### src/logic/dwc_pkg.sv
// Purpose: Shared constants and types for the watchdog / supply config block
// Assumes: 200 MHz core clock, 16-bit addressed serial frames
// Notes:   Each offset, field position, reset value and time is named once here
`default_nettype none

package dwc_pkg;

    // ============================================================
    // Clock and watchdog timing
    // ============================================================
    localparam int unsigned CLK_KHZ = 200_000;       // Core clock, kHz
    localparam int unsigned WD_SHORT_MS = 200;       // Shortest watchdog timeout
    localparam int unsigned WD_MID_MS = 600;         // Middle timeout, also sync fallback
    localparam int unsigned WD_LONG_MS = 1200;       // Longest timeout (1.2 s)
    localparam int unsigned WD_SHORT_CYCLES = WD_SHORT_MS * CLK_KHZ;
    localparam int unsigned WD_MID_CYCLES = WD_MID_MS * CLK_KHZ;
    localparam int unsigned WD_LONG_CYCLES = WD_LONG_MS * CLK_KHZ;
    localparam int unsigned WD_CNT_W = 28;           // Holds 240M cycles

    // ============================================================
    // Register offsets (5-bit register address in the frame)
    // ============================================================
    localparam logic [4:0] LEVEL_OFS = 5'h02;        // Channel level register, read only
    localparam logic [4:0] CFG2_OFS = 5'h0b;         // Watchdog and detection config
    localparam logic [4:0] CFGDI_OFS = 5'h0c;        // Input and supply fault config

    // ============================================================
    // Field positions and reset values
    // ============================================================
    localparam int unsigned WATCHDOG_TIMEOUT_SELECT_POS = 6;            // Watchdog timeout select, 7:6
    localparam int unsigned DETCUR_POS = 4;          // Off-state detect current, 5:4
    localparam int unsigned SHTTHR_POS = 2;          // Short-to-supply threshold, 3:2
    localparam int unsigned SYNCEN_POS = 1;          // Sync watchdog enable
    localparam int unsigned HIGHUV_POS = 0;          // High undervoltage thresholds
    localparam int unsigned INTYPE_POS = 7;          // Input type select
    localparam int unsigned RSVD_POS = 6;            // Reserved, reads zero
    localparam int unsigned FMASK_POS = 5;           // Supply fault mask
    localparam int unsigned SRCSEL_POS = 4;          // Level register source select
    localparam int unsigned OVRPROT_POS = 3;         // Overrange protect enable
    localparam int unsigned OVLSTR_POS = 2;          // Overload stretch enable
    localparam int unsigned OVLBLK_POS = 0;          // Overload blanking select, 1:0
    localparam logic [7:0] CFG2_RESET = 8'h00;
    localparam logic [7:0] CFGDI_RESET = 8'h08;      // Overrange protect on by default

    // ============================================================
    // Types
    // ============================================================
    typedef enum logic [1:0] {
        WATCHDOG_TIMEOUT_SELECT_OFF = 2'b00,
        WATCHDOG_TIMEOUT_SELECT_SHORT = 2'b01,
        WATCHDOG_TIMEOUT_SELECT_MID = 2'b10,
        WATCHDOG_TIMEOUT_SELECT_LONG = 2'b11
    } dwc_watchdog_timeout_select_t;

    // Watchdog and detection config register image
    typedef struct packed {
        dwc_watchdog_timeout_select_t watchdog_timeout_select;
        logic [1:0] offstate_detect_current_select;
        logic [1:0] short_supply_threshold_select;
        logic sync_watchdog_enable;
        logic high_uv_threshold_enable;
    } dwc_cfg2_t;

    // Input and supply fault config register image
    typedef struct packed {
        logic input_type_select;
        logic reserved;
        logic supply_fault_mask;
        logic level_register_source_select;
        logic overrange_protect_enable;
        logic overload_stretch_enable;
        logic [1:0] overload_blanking_select;
    } dwc_cfgdi_t;

    // One serial frame, first bit on the line is the msb
    typedef struct packed {
        logic [1:0] chip;
        logic [4:0] reg_addr;
        logic write;
        logic [7:0] data;
    } dwc_frame_t;

endpackage : dwc_pkg

`default_nettype wire

### src/logic/dwc_config_top.sv
// Purpose: Watchdog, detection and supply config registers behind an addressed serial port
// Assumes: Serial pins and comparator levels are synchronous to core_clk
// Notes:   Frame is 16 bits: chip[1:0], reg[4:0], write, data[7:0]; msb first
`default_nettype none

// Functional notes
// - Timeout code 00 off, else 200/600/1200 ms
// - Sync enable bit gates sync watchdog
// - Serial watchdog off: sync uses fixed 600 ms
// - Two-bit off-state detect current select
// - Short-to-supply threshold code 9/10/12/14 V
// - High undervoltage bit selects higher thresholds
// - Supplies above threshold: supply-ok low, channels on
// - Threshold bit affects level bits only if source set
// - Input type bit: 0 type 1/3, 1 type 2
// - Reserved input config bit stays zero
// - Source select: pin levels or supply faults
module dwc_config_top
    import dwc_pkg::*;
#(
    parameter logic [WD_CNT_W-1:0] WD_SHORT = WD_CNT_W'(WD_SHORT_CYCLES),
    parameter logic [WD_CNT_W-1:0] WD_MID = WD_CNT_W'(WD_MID_CYCLES),
    parameter logic [WD_CNT_W-1:0] WD_LONG = WD_CNT_W'(WD_LONG_CYCLES)
) (
    // Clock and reset
    input wire logic core_clk,
    input wire logic rst,
    // Serial port
    input wire logic spi_cs_n,
    input wire logic spi_sclk,
    input wire logic spi_mosi,
    output logic spi_miso,
    output logic spi_miso_oe_n,
    input wire logic [1:0] chip_addr,
    // Sync pin
    input wire logic sync_input_pin,
    // Supply comparators and channel pins
    input wire logic main_above_normal,
    input wire logic main_above_high,
    input wire logic [3:0] chan_above_normal,
    input wire logic [3:0] chan_above_high,
    input wire logic [3:0] channel_pin,
    // Supply status
    output logic supply_ok_output_n,
    output logic [3:0] channel_on,
    // Watchdog status
    output logic spi_watchdog_expired,
    output logic sync_watchdog_expired,
    // Configuration to analog and channel logic
    output logic [1:0] offstate_detect_current_select,
    output logic [1:0] short_supply_threshold_select,
    output logic high_uv_threshold_enable,
    output logic input_type_select,
    output logic supply_fault_mask,
    output logic overrange_protect_enable,
    output logic overload_stretch_enable,
    output logic [1:0] overload_blanking_select
);

    // ============================================================
    // Serial frame receiver
    // ============================================================
    logic sclk_prev, next_sclk_prev;     // Last sclk level for edge detect
    logic cs_prev, next_cs_prev;         // Last chip select level
    logic [4:0] bit_cnt, next_bit_cnt;   // Bits taken in this frame
    logic [15:0] shift_in, next_shift_in;
    logic [7:0] tx, next_tx;             // Read data being shifted out
    logic next_miso, next_miso_oe_n;
    logic commit, next_commit;           // One-cycle pulse: full frame for us
    dwc_frame_t frame;                   // Frame view of the shift register
    dwc_frame_t head;                    // First byte view after eight bits
    logic [7:0] rdata;                   // Read mux output
    logic sclk_rise, sclk_fall;

    // Configuration registers
    dwc_cfg2_t cfg2, next_cfg2;
    dwc_cfgdi_t cfgdi, next_cfgdi;
    logic [3:0] level, next_level;       // Channel level register content

    assign frame = dwc_frame_t'(shift_in);
    assign head = dwc_frame_t'({next_shift_in[7:0], 8'h00});

    // Read mux, unmapped addresses read zero
    always_comb begin
        case (head.reg_addr)
            CFG2_OFS: rdata = cfg2;
            CFGDI_OFS: rdata = cfgdi;
            LEVEL_OFS: rdata = {4'h0, level};
            default: rdata = 8'h00;
        endcase
    end

    // Frame next-state: sample on rising sclk, shift out on falling
    always_comb begin
        sclk_rise = spi_sclk && !sclk_prev;
        sclk_fall = !spi_sclk && sclk_prev;
        next_sclk_prev = spi_sclk;
        next_cs_prev = spi_cs_n;
        next_bit_cnt = bit_cnt;
        next_shift_in = shift_in;
        next_tx = tx;
        next_miso = spi_miso;
        next_miso_oe_n = spi_miso_oe_n;
        next_commit = 1'b0;
        if (spi_cs_n) begin
            // Idle: release the shared data-out line
            next_bit_cnt = '0;
            next_miso_oe_n = 1'b1;
            next_miso = 1'b0;
            // Frame ends on chip select rise; short frames are dropped, bits past the sixteenth are ignored
            if (!cs_prev && bit_cnt == 5'd16 && frame.chip == chip_addr) begin
                next_commit = 1'b1;
            end
        end else begin
            if (sclk_rise && bit_cnt != 5'd16) begin
                next_shift_in = {shift_in[14:0], spi_mosi};
                next_bit_cnt = bit_cnt + 5'd1;
                // After the command byte, load read data if addressed to us
                if (bit_cnt == 5'd7 && head.chip == chip_addr) begin
                    next_tx = rdata;
                    next_miso_oe_n = 1'b0;
                end
            end else if (sclk_fall && bit_cnt >= 5'd8 && !spi_miso_oe_n) begin
                next_miso = tx[7];
                next_tx = {tx[6:0], 1'b0};
            end
        end
    end

    // Frame registers
    always_ff @(posedge core_clk or posedge rst) begin
        if (rst) begin
            sclk_prev <= 1'b0;
            cs_prev <= 1'b1;
            bit_cnt <= '0;
            shift_in <= '0;
            tx <= '0;
            spi_miso <= 1'b0;
            spi_miso_oe_n <= 1'b1;
            commit <= 1'b0;
        end else begin
            sclk_prev <= next_sclk_prev;
            cs_prev <= next_cs_prev;
            bit_cnt <= next_bit_cnt;
            shift_in <= next_shift_in;
            tx <= next_tx;
            spi_miso <= next_miso;
            spi_miso_oe_n <= next_miso_oe_n;
            commit <= next_commit;
        end
    end

    // ============================================================
    // Configuration registers
    // ============================================================
    // Write on a committed frame; values otherwise held
    always_comb begin
        next_cfg2 = cfg2;
        next_cfgdi = cfgdi;
        if (commit && frame.write) begin
            case (frame.reg_addr)
                CFG2_OFS: next_cfg2 = dwc_cfg2_t'(frame.data);
                CFGDI_OFS: begin
                    next_cfgdi = dwc_cfgdi_t'(frame.data);
                    // Reserved bit forced low, whatever the host sends
                    next_cfgdi.reserved = 1'b0;
                end
                default: begin
                    // Level register and unmapped writes are ignored
                    next_cfg2 = cfg2;
                end
            endcase
        end
    end

    // Configuration register flops
    always_ff @(posedge core_clk or posedge rst) begin
        if (rst) begin
            cfg2 <= dwc_cfg2_t'(CFG2_RESET);
            cfgdi <= dwc_cfgdi_t'(CFGDI_RESET);
        end else begin
            cfg2 <= next_cfg2;
            cfgdi <= next_cfgdi;
        end
    end

    // Field outputs straight from the config flops
    assign offstate_detect_current_select = cfg2.offstate_detect_current_select;
    assign short_supply_threshold_select = cfg2.short_supply_threshold_select;
    assign high_uv_threshold_enable = cfg2.high_uv_threshold_enable;
    assign input_type_select = cfgdi.input_type_select;
    assign supply_fault_mask = cfgdi.supply_fault_mask;
    assign overrange_protect_enable = cfgdi.overrange_protect_enable;
    assign overload_stretch_enable = cfgdi.overload_stretch_enable;
    assign overload_blanking_select = cfgdi.overload_blanking_select;

    // ============================================================
    // Watchdogs
    // ============================================================
    logic [WD_CNT_W-1:0] spi_timeout;    // Selected serial timeout
    logic [WD_CNT_W-1:0] sync_timeout;   // Selected sync timeout
    logic spi_wd_on;
    logic sync_prev, next_sync_prev;     // Edge detect on the sync pin
    logic sync_kick;

    // Timeout selection; sync falls back to the middle value when serial is off
    always_comb begin
        spi_wd_on = (cfg2.watchdog_timeout_select != WATCHDOG_TIMEOUT_SELECT_OFF);
        case (cfg2.watchdog_timeout_select)
            WATCHDOG_TIMEOUT_SELECT_SHORT: spi_timeout = WD_SHORT;
            WATCHDOG_TIMEOUT_SELECT_MID: spi_timeout = WD_MID;
            WATCHDOG_TIMEOUT_SELECT_LONG: spi_timeout = WD_LONG;
            default: spi_timeout = WD_MID;
        endcase
        sync_timeout = spi_wd_on ? spi_timeout : WD_MID;
        next_sync_prev = sync_input_pin;
        sync_kick = sync_input_pin != sync_prev;
    end

    // Sync pin history
    always_ff @(posedge core_clk or posedge rst) begin
        if (rst) begin
            sync_prev <= 1'b0;
        end else begin
            sync_prev <= next_sync_prev;
        end
    end

    // Serial watchdog, restarted by every frame accepted for this chip
    dwc_watchdog u_spi_wd (
        .core_clk(core_clk),
        .rst(rst),
        .enable(spi_wd_on),
        .kick(commit),
        .timeout_cycles(spi_timeout),
        .expired(spi_watchdog_expired)
    );

    // Sync watchdog, restarted by any sync pin edge
    dwc_watchdog u_sync_wd (
        .core_clk(core_clk),
        .rst(rst),
        .enable(cfg2.sync_watchdog_enable),
        .kick(sync_kick),
        .timeout_cycles(sync_timeout),
        .expired(sync_watchdog_expired)
    );

    // ============================================================
    // Supply monitoring and channel level register
    // ============================================================
    logic main_ok;                       // Main supply above selected threshold
    logic [3:0] chan_ok;                 // Channel supplies above selected threshold
    logic next_supply_ok_n;
    logic [3:0] next_channel_on;

    // Threshold pick and level register source
    always_comb begin
        // High bit picks the higher comparator set for all supplies
        main_ok = cfg2.high_uv_threshold_enable ? main_above_high
                                                : main_above_normal;
        chan_ok = cfg2.high_uv_threshold_enable ? chan_above_high
                                                : chan_above_normal;
        next_supply_ok_n = !main_ok;
        next_channel_on = chan_ok & {4{main_ok}};
        // Fault view only while source select is set, so the bit's effect is gated
        if (cfgdi.level_register_source_select) begin
            next_level = ~chan_ok;
        end else begin
            next_level = channel_pin;
        end
    end

    // Supply status flops; channels held off until supplies are good
    always_ff @(posedge core_clk or posedge rst) begin
        if (rst) begin
            supply_ok_output_n <= 1'b1;
            channel_on <= 4'h0;
            level <= 4'h0;
        end else begin
            supply_ok_output_n <= next_supply_ok_n;
            channel_on <= next_channel_on;
            level <= next_level;
        end
    end
endmodule : dwc_config_top

`default_nettype wire

### src/logic/dwc_watchdog.sv
// Purpose: One watchdog timer with restart and sticky timeout status
// Assumes: Timeout may change at any time; a change takes effect on the next count
// Notes:   Disabling clears both counter and status
`default_nettype none

module dwc_watchdog
    import dwc_pkg::*;
(
    // Clock and reset
    input wire logic core_clk,
    input wire logic rst,
    // Control
    input wire logic enable,
    input wire logic kick,
    input wire logic [WD_CNT_W-1:0] timeout_cycles,
    // Status
    output logic expired
);

    // ============================================================
    // Counter and status
    // ============================================================
    logic [WD_CNT_W-1:0] count;          // Cycles since last kick
    logic [WD_CNT_W-1:0] next_count;
    logic next_expired;
    logic reach;                         // Timeout reached this cycle

    // Next-state: count up, restart on kick, flag on reach
    always_comb begin
        // A saturated count must not pin the status: restarting an expired timer clears it
        reach = (count >= timeout_cycles - WD_CNT_W'(1)) && !(kick && expired);
        next_count = count;
        next_expired = expired;
        if (!enable) begin
            // Disabled: status and timeout both off
            next_count = '0;
            next_expired = 1'b0;
        end else begin
            if (kick) begin
                next_count = '0;
                next_expired = 1'b0;
            end else if (!reach) begin
                next_count = count + WD_CNT_W'(1);
            end
            // Reaching the timeout beats a kick in the same cycle
            if (reach) begin
                next_expired = 1'b1;
            end
        end
    end

    // Registers only
    always_ff @(posedge core_clk or posedge rst) begin
        if (rst) begin
            count <= '0;
            expired <= 1'b0;
        end else begin
            count <= next_count;
            expired <= next_expired;
        end
    end
endmodule : dwc_watchdog

`default_nettype wire

### config.mk
export PLATFORM = sky130hd
export DESIGN_NAME = dwc_config_top
export DESIGN_NICKNAME = d
export VERILOG_FILES = /design/src/logic/dwc_pkg.sv /design/src/logic/dwc_config_top.sv /design/src/logic/dwc_watchdog.sv
export SDC_FILE = /design/constraint.sdc
export NUM_CORES = 1
export LEC_CHECK = 0
export ABC_CLOCK_PERIOD_IN_PS = 9400
export BUFFER_PORTS_ARGS = -buffer_cell sky130_fd_sc_hd__buf_2
export CAP_MARGIN = 20
export CORE_UTILIZATION = 60
export CTS_BUF_LIST = sky130_fd_sc_hd__clkbuf_8
export CTS_CLUSTER_DIAMETER = 100
export DETAILED_ROUTE_END_ITERATION = 8
export PLACE_DENSITY = 0.79
export REMOVE_ABC_BUFFERS = 1
export SLEW_MARGIN = 5
export SYNTH_ARGS = -nofsm -noshare
export SYNTH_HDL_FRONTEND = slang
export SYNTH_SLANG_ARGS = --single-unit
### constraint.sdc
create_clock -name core_clk -period 9.4 [get_ports core_clk]
set_clock_uncertainty 0.15 [all_clocks]
set_input_delay 1.88 -clock core_clk [delete_from_list [all_inputs] [get_ports core_clk]]
set_output_delay 1.88 -clock core_clk [all_outputs]
set_load 0.005 [all_outputs]
### Word-level counts from Yosys, hierarchy flattened

Cells that the tools add are included.

| word-level totals | value |
|---|---|
| bits in registers | 117 |
| input port bits | 22 |
| output and inout port bits | 20 |
| logic and storage cells | 122 |

| operators by class | value |
|---|---|
| add/sub/neg operators | 5 |
| magnitude comparators | 3 |
| equality and inequality tests | 19 |
| multiplexer cells | 33 |
| bitwise operators | 3 |
| reduce and logical (&&, ||, !) cells | 31 |

Operators with widths:

| cell | count |
|---|---|
| $mux W28 | 7 |
| $add A28 B1 Y28 const B | 2 |
| $ge A28 B28 Y1 | 2 |
| $pmux W28 S2 | 1 |
| $sub A28 B1 Y28 const B | 2 |
| $mux W8 | 5 |
| $pmux W8 S3 | 1 |
| $eq A5 B4 Y1 const B | 4 |
| $mux W1 | 15 |
| $logic_and A1 B1 Y1 | 13 |
| $mux W5 | 2 |
| $reduce_and A2 Y1 | 5 |
| $reduce_bool A2 Y1 | 5 |
| $mux W4 | 2 |
| $logic_not A1 Y1 | 7 |
| $ne A3 B3 Y1 const B | 2 |
| $add A5 B1 Y5 const B | 1 |
| $eq A5 B2 Y1 const B | 1 |
| $eq A5 B3 Y1 const B | 1 |
| $eq A5 B5 Y1 const B | 1 |
| $ge A5 B4 Y1 const B | 1 |
| $ne A5 B5 Y1 const B | 1 |
| $and A4 B4 Y4 | 1 |
| $eq A2 B2 Y1 | 2 |
| other kinds (10) | 10 |

### Depth between registers and ports, before layout

| depth | value |
|---|---|
| word-level depth | 10 |
| depth in mapped cells | 12 |
| gate-level depth less buffers | 10 |

### By module

From an unflattened synthesis, not the netlist that was laid out.

| unflattened totals | value |
|---|---|
| cells, all modules | 837 |
| area, all modules | 7927.6 sq um |

Modules (own cells, without submodules):

| module | instances | cells each | area an instance (sq um) | sequential area each (sq um) |
|---|---|---|---|---|
| dwc_config_top | 1 | 220 | 2763.9 | 1481.4 |
| dwc_watchdog at u_spi_wd | 1 | 309 | 2600.0 | 725.7 |
| dwc_watchdog at u_sync_wd | 1 | 308 | 2563.7 | 725.7 |

### Worst setup path before layout

No wires, ideal clock.

| timing path | value |
|---|---|
| path type | input-to-reg |
| start point | input spi_sclk |
| end point | register tx[3] |
| setup time | 0.123 ns |
| arrival time | 3.244 ns |
| data required time | 9.127 ns |
| path slack | 5.883 ns |
| stages | 6 |
| path buffers | 0 |
| cells stage by stage | nand2b_1 -> nor3_2 -> mux2_2 -> o31ai_2 -> nand3_1 -> o221a_2 |

| between the ends | value |
|---|---|
| cells in the longest elaborated chain, start to end | 8 |
| elaborated cells on any way between the ends | 19 |
| classes of those cells | eq/ne: 5; mux: 5; reduce/logical: 9 |

Ends and longest elaborated chain:

| item | line | RTL |
|---|---|---|
| start: declaration | dwc_config_top.sv:30 | `input wire logic spi_sclk,` |
| $logic_and A1 B1 Y1 | dwc_config_top.sv:95 | `sclk_rise = spi_sclk && !sclk_prev;` |
| $logic_and A1 B1 Y1 | dwc_config_top.sv:115 | `if (sclk_rise && bit_cnt != 5'd16) begin` |
| $mux W8 | dwc_config_top.sv:115 |  |
| $mux W8 | dwc_config_top.sv:105 | `if (spi_cs_n) begin` |
| $eq A5 B2 Y1 (tied with other cells) | dwc_config_top.sv:85 | `case (head.reg_addr)` |
| $pmux W8 S3 / $logic_and A1 B1 Y1 (equally long branches) | dwc_config_top.sv:85, dwc_config_top.sv:119 |  |
| $mux W8 / $ne A2 B1 Y1 (equally long branches) | n/a |  |
| $mux W8 / $reduce_and A3 Y1 (equally long branches) | n/a |  |
| end signal: assignment | dwc_config_top.sv:146 | `tx <= next_tx;` |
| end: declaration | dwc_config_top.sv:67 | `logic [7:0] tx, next_tx;` |

Parallel ways exist; a longest one is shown, timed or not. The select of a mux whose other input is x is not followed.
A chain may end at the register's enable or synchronous reset.

### Final worst setup path

| timing path | value |
|---|---|
| start point | input spi_sclk |
| end point | register tx[1] |

The elaborated chain is that of the path after synthesis.

==> flow_summary.yaml <==
run_status:
  status: "completed"
timing:
  relSlewSlack_pct: 34.4
  fin_crit_sh_pct: 42.2
  report.final.slew_viol_count: 0
  setup_viol: 0
  rsz0062_at_grt: "no"
  setup_slack_ns: 5.43
  worstMarginPinSlew_ns: 0.984
  finalHoldViolCount: 0
  fin_setup_tns_ns: 0
  fin_hold_ws_ns: 0.322
  max_clock_freq_mhz: 252
  fin_crit_ns: 3.97
global_routing:
  grt_max_degree: 75
  globalRouteOverflowTotal: 0
  grt_pass1_vias: 4981
  globalRouteTotalUtil_pct: 26.3
  antenna_found_initial: 0
  grt_pass1_wl_microns: 23300
floorplanning:
  die_h_microns: 106
  start_util_pct: 62.2
  dieArea_sq_mm: 0.0112
  die_w_microns: 106
  pin_count: 42
  num_rows: 37
  core_area_sq_mm: 0.0104
synth:
  synth_top_area_share_pct: 43.7
  ys_warn_count: 0
  synthTopCellsByArea: "dfrtp_1 44%, mux2_2 6.1%, xnor2_1 6.0%, ha_1 5.4%, nor2_1 5.0%"
  netlist-cell-type-count: 64
  synthCells: 654
  syn-cell-area_sq_mm: 0.00647
  synthArstFlopShare_pct: 100
  ys_seq_area_share_pct: 45.3
  synth_largest_area_cell: "dfrtp_1"
  synth-edff-count: 0
  synth_seq_cells: 117
  synth_top_flop_cell: "dfrtp_1"
  avgSynthCellArea_sq_um: 9.90
final_layout:
  multi_input_area_sq_mm: 0.00329
  final_nets: 730
  final_util_pct: 68.2
  layout_commonest_cell: "dfrtp_1"
  fill_cells: 793
  syn_to_final_growth_pct: 9.66
  diodes: 0
  fin_area_sq_mm: 0.00710
  drive_above_1_share_pct: 18.9
  final_cell_mix: "113 x dfrtp_1, 86 x nor2_1, 45 x nand2_1"
  regArea_sq_mm: 0.00293
  layoutNonFillerInstCount: 828
setup_path:
  path_cells: "buf_2 > nand2b_1 > nor2_1 > nand3_1 > a21oi_2 > o211ai_1 > o221a_2"
  cp_slowest_cell: "nor2_1"
  crit_family: "compound AO/OA/AOI/OAI gates"
  critPathLaunchType: "primary input"
  path_class: "in -> reg"
  worstPathBufferInverterCount: 1
  cp-end-kind: "flip-flop"
  arrival_ns: 4.13
  slowest_delay_ns: 0.64
  worstPathRequired_ns: 9.56
  critPathMaxFanout: 19
power:
  max-vdd-ir-drop_mv: 0.126
  powerDensity_mw_per_mm2: 157
  p_leak_nw: 3.08
  p_total_mw: 1.11
routing:
  routed_via_density: 6.11
  drt_iter0_drc: 309
  post_drt_wl_per_cell_microns: 16.6
  ant_nets: 0
  vias: 5062
  wl_microns: 13700
  drt_first_pass_iters: 5
  drc_errors: 0
place:
  port_buffers: 41
  dpl-instance-area_sq_mm: 0.00668
  dp_hpwl_microns: 9170
  place_ws_ns: 4.95
  dp.cells: 796
  gp_congestion: 0.873
min_path:
  hp-class: "reg -> reg"
cts:
  clk_pin_slew_ns: 0.07
  numCtsBuffers: 17
  cts_tree: "yes"
  cts.sinks: 117
  insertion_delay_ns: 0.43
  cts_buffer_depth: 2
  post_cts_buffers: 0
  hold_buffers: 0
  htree_levels: 4
  post_cts_resized: 0
  cts_root_buf: "clkbuf_8"
job:
  max-cap-violations: 0
## path summary, 6_finish.rpt
check	to	slack, ns	cells past startpoint	start
setup reg to reg	u_spi_wd.count[24]	5.60	10	cfg2[6]
hold reg to reg	u_spi_wd.expired	0.32	1	u_spi_wd.expired
max in group asynchronous	u_sync_wd.count[15]	6.39	3	rst
hold / removal	u_spi_wd.expired	0.32	1	u_spi_wd.expired
min in group asynchronous	u_sync_wd.count[5]	1.35	2	rst
setup / recovery	tx[1]	5.43	7	spi_sclk
## layout make-up
cell class | instances | area share, %
Inverter | 15 | 0.828
Sequential cell | 117 | 41.3
Clock inverter | 11 | 1.90
Clock buffer | 20 | 3.88
Tap cell | 136 | 2.40
Multi-Input combinational cell | 485 | 46.4
Timing Repair Buffer | 44 | 3.31
## per-layer routing
metal | up-vias | part of all wire, % | GRT usage [%] | routed length, microns
met5 | - | 0 | 0 | 0
met4 | 0 | 2.9 | 12.0 | 401
met2 | 153 | 48 | 42.1 | 6650
met3 | 43 | 4.3 | 6.18 | 587
met1 | 2480 | 44 | 33.9 | 6080
li1 | 2386 | - | - | -
## report_power, final
group          switching [mW]  internal, mW  total [mW]
clock                   0.193         0.278       0.472
combinational          0.0420        0.0378      0.0798
sequential             0.0379         0.525       0.563
## logic make-up (layout without fill, tap and decap cells)
logic type / count (synthesis) / in the layout / share of synthesized area [%]
buf+inv: 53 / 90 / 4.08
simple gates: 281 / 281 / 22.2
mux: 43 / 43 / 7.32
xor+xnor: 50 / 50 / 6.76
other cells: 1 / 2 / 0.0579
fa+ha+maj: 28 / 28 / 5.41
flops: 117 / 117 / 45.3
compound gates: 81 / 81 / 8.89
## registers in the layout, indices dropped and copies added (netlist names), 2 cells and up
register / cells
u_spi_wd.count: 28
u_sync_wd.count: 28
frame: 16
tx: 8
bit_cnt: 5
channel_on: 4
level: 4
cfg2: 3
offstate_detect_current_select: 2
overload_blanking_select: 2
short_supply_threshold_select: 2
## synth_stat cells (3+ instances only)
cell type,count
nand3_1,34
o211ai_1,4
o21ai_0,13
dfrtp_1,113
nor4_1,14
nand4_1,16
or3_1,6
a31o_1,3
nor3_1,30
clkbuf_1,16
a221oi_1,3
a31o_2,5
xnor2_1,44
buf_6,4
a211oi_1,4
and4b_1,3
mux2_2,35
and3_1,12
and2_1,5
ha_1,28
nand2_1,45
dfstp_2,4
inv_1,15
a31oi_1,6
buf_2,6
xor2_1,6
buf_1,4
a21oi_1,17
a22o_1,3
mux2i_1,8
nand2b_1,7
o221a_2,3
buf_4,7
o22ai_1,3
nor4b_1,7
nor2_1,86
No activity file was read; power rests on OpenSTA's default activity.
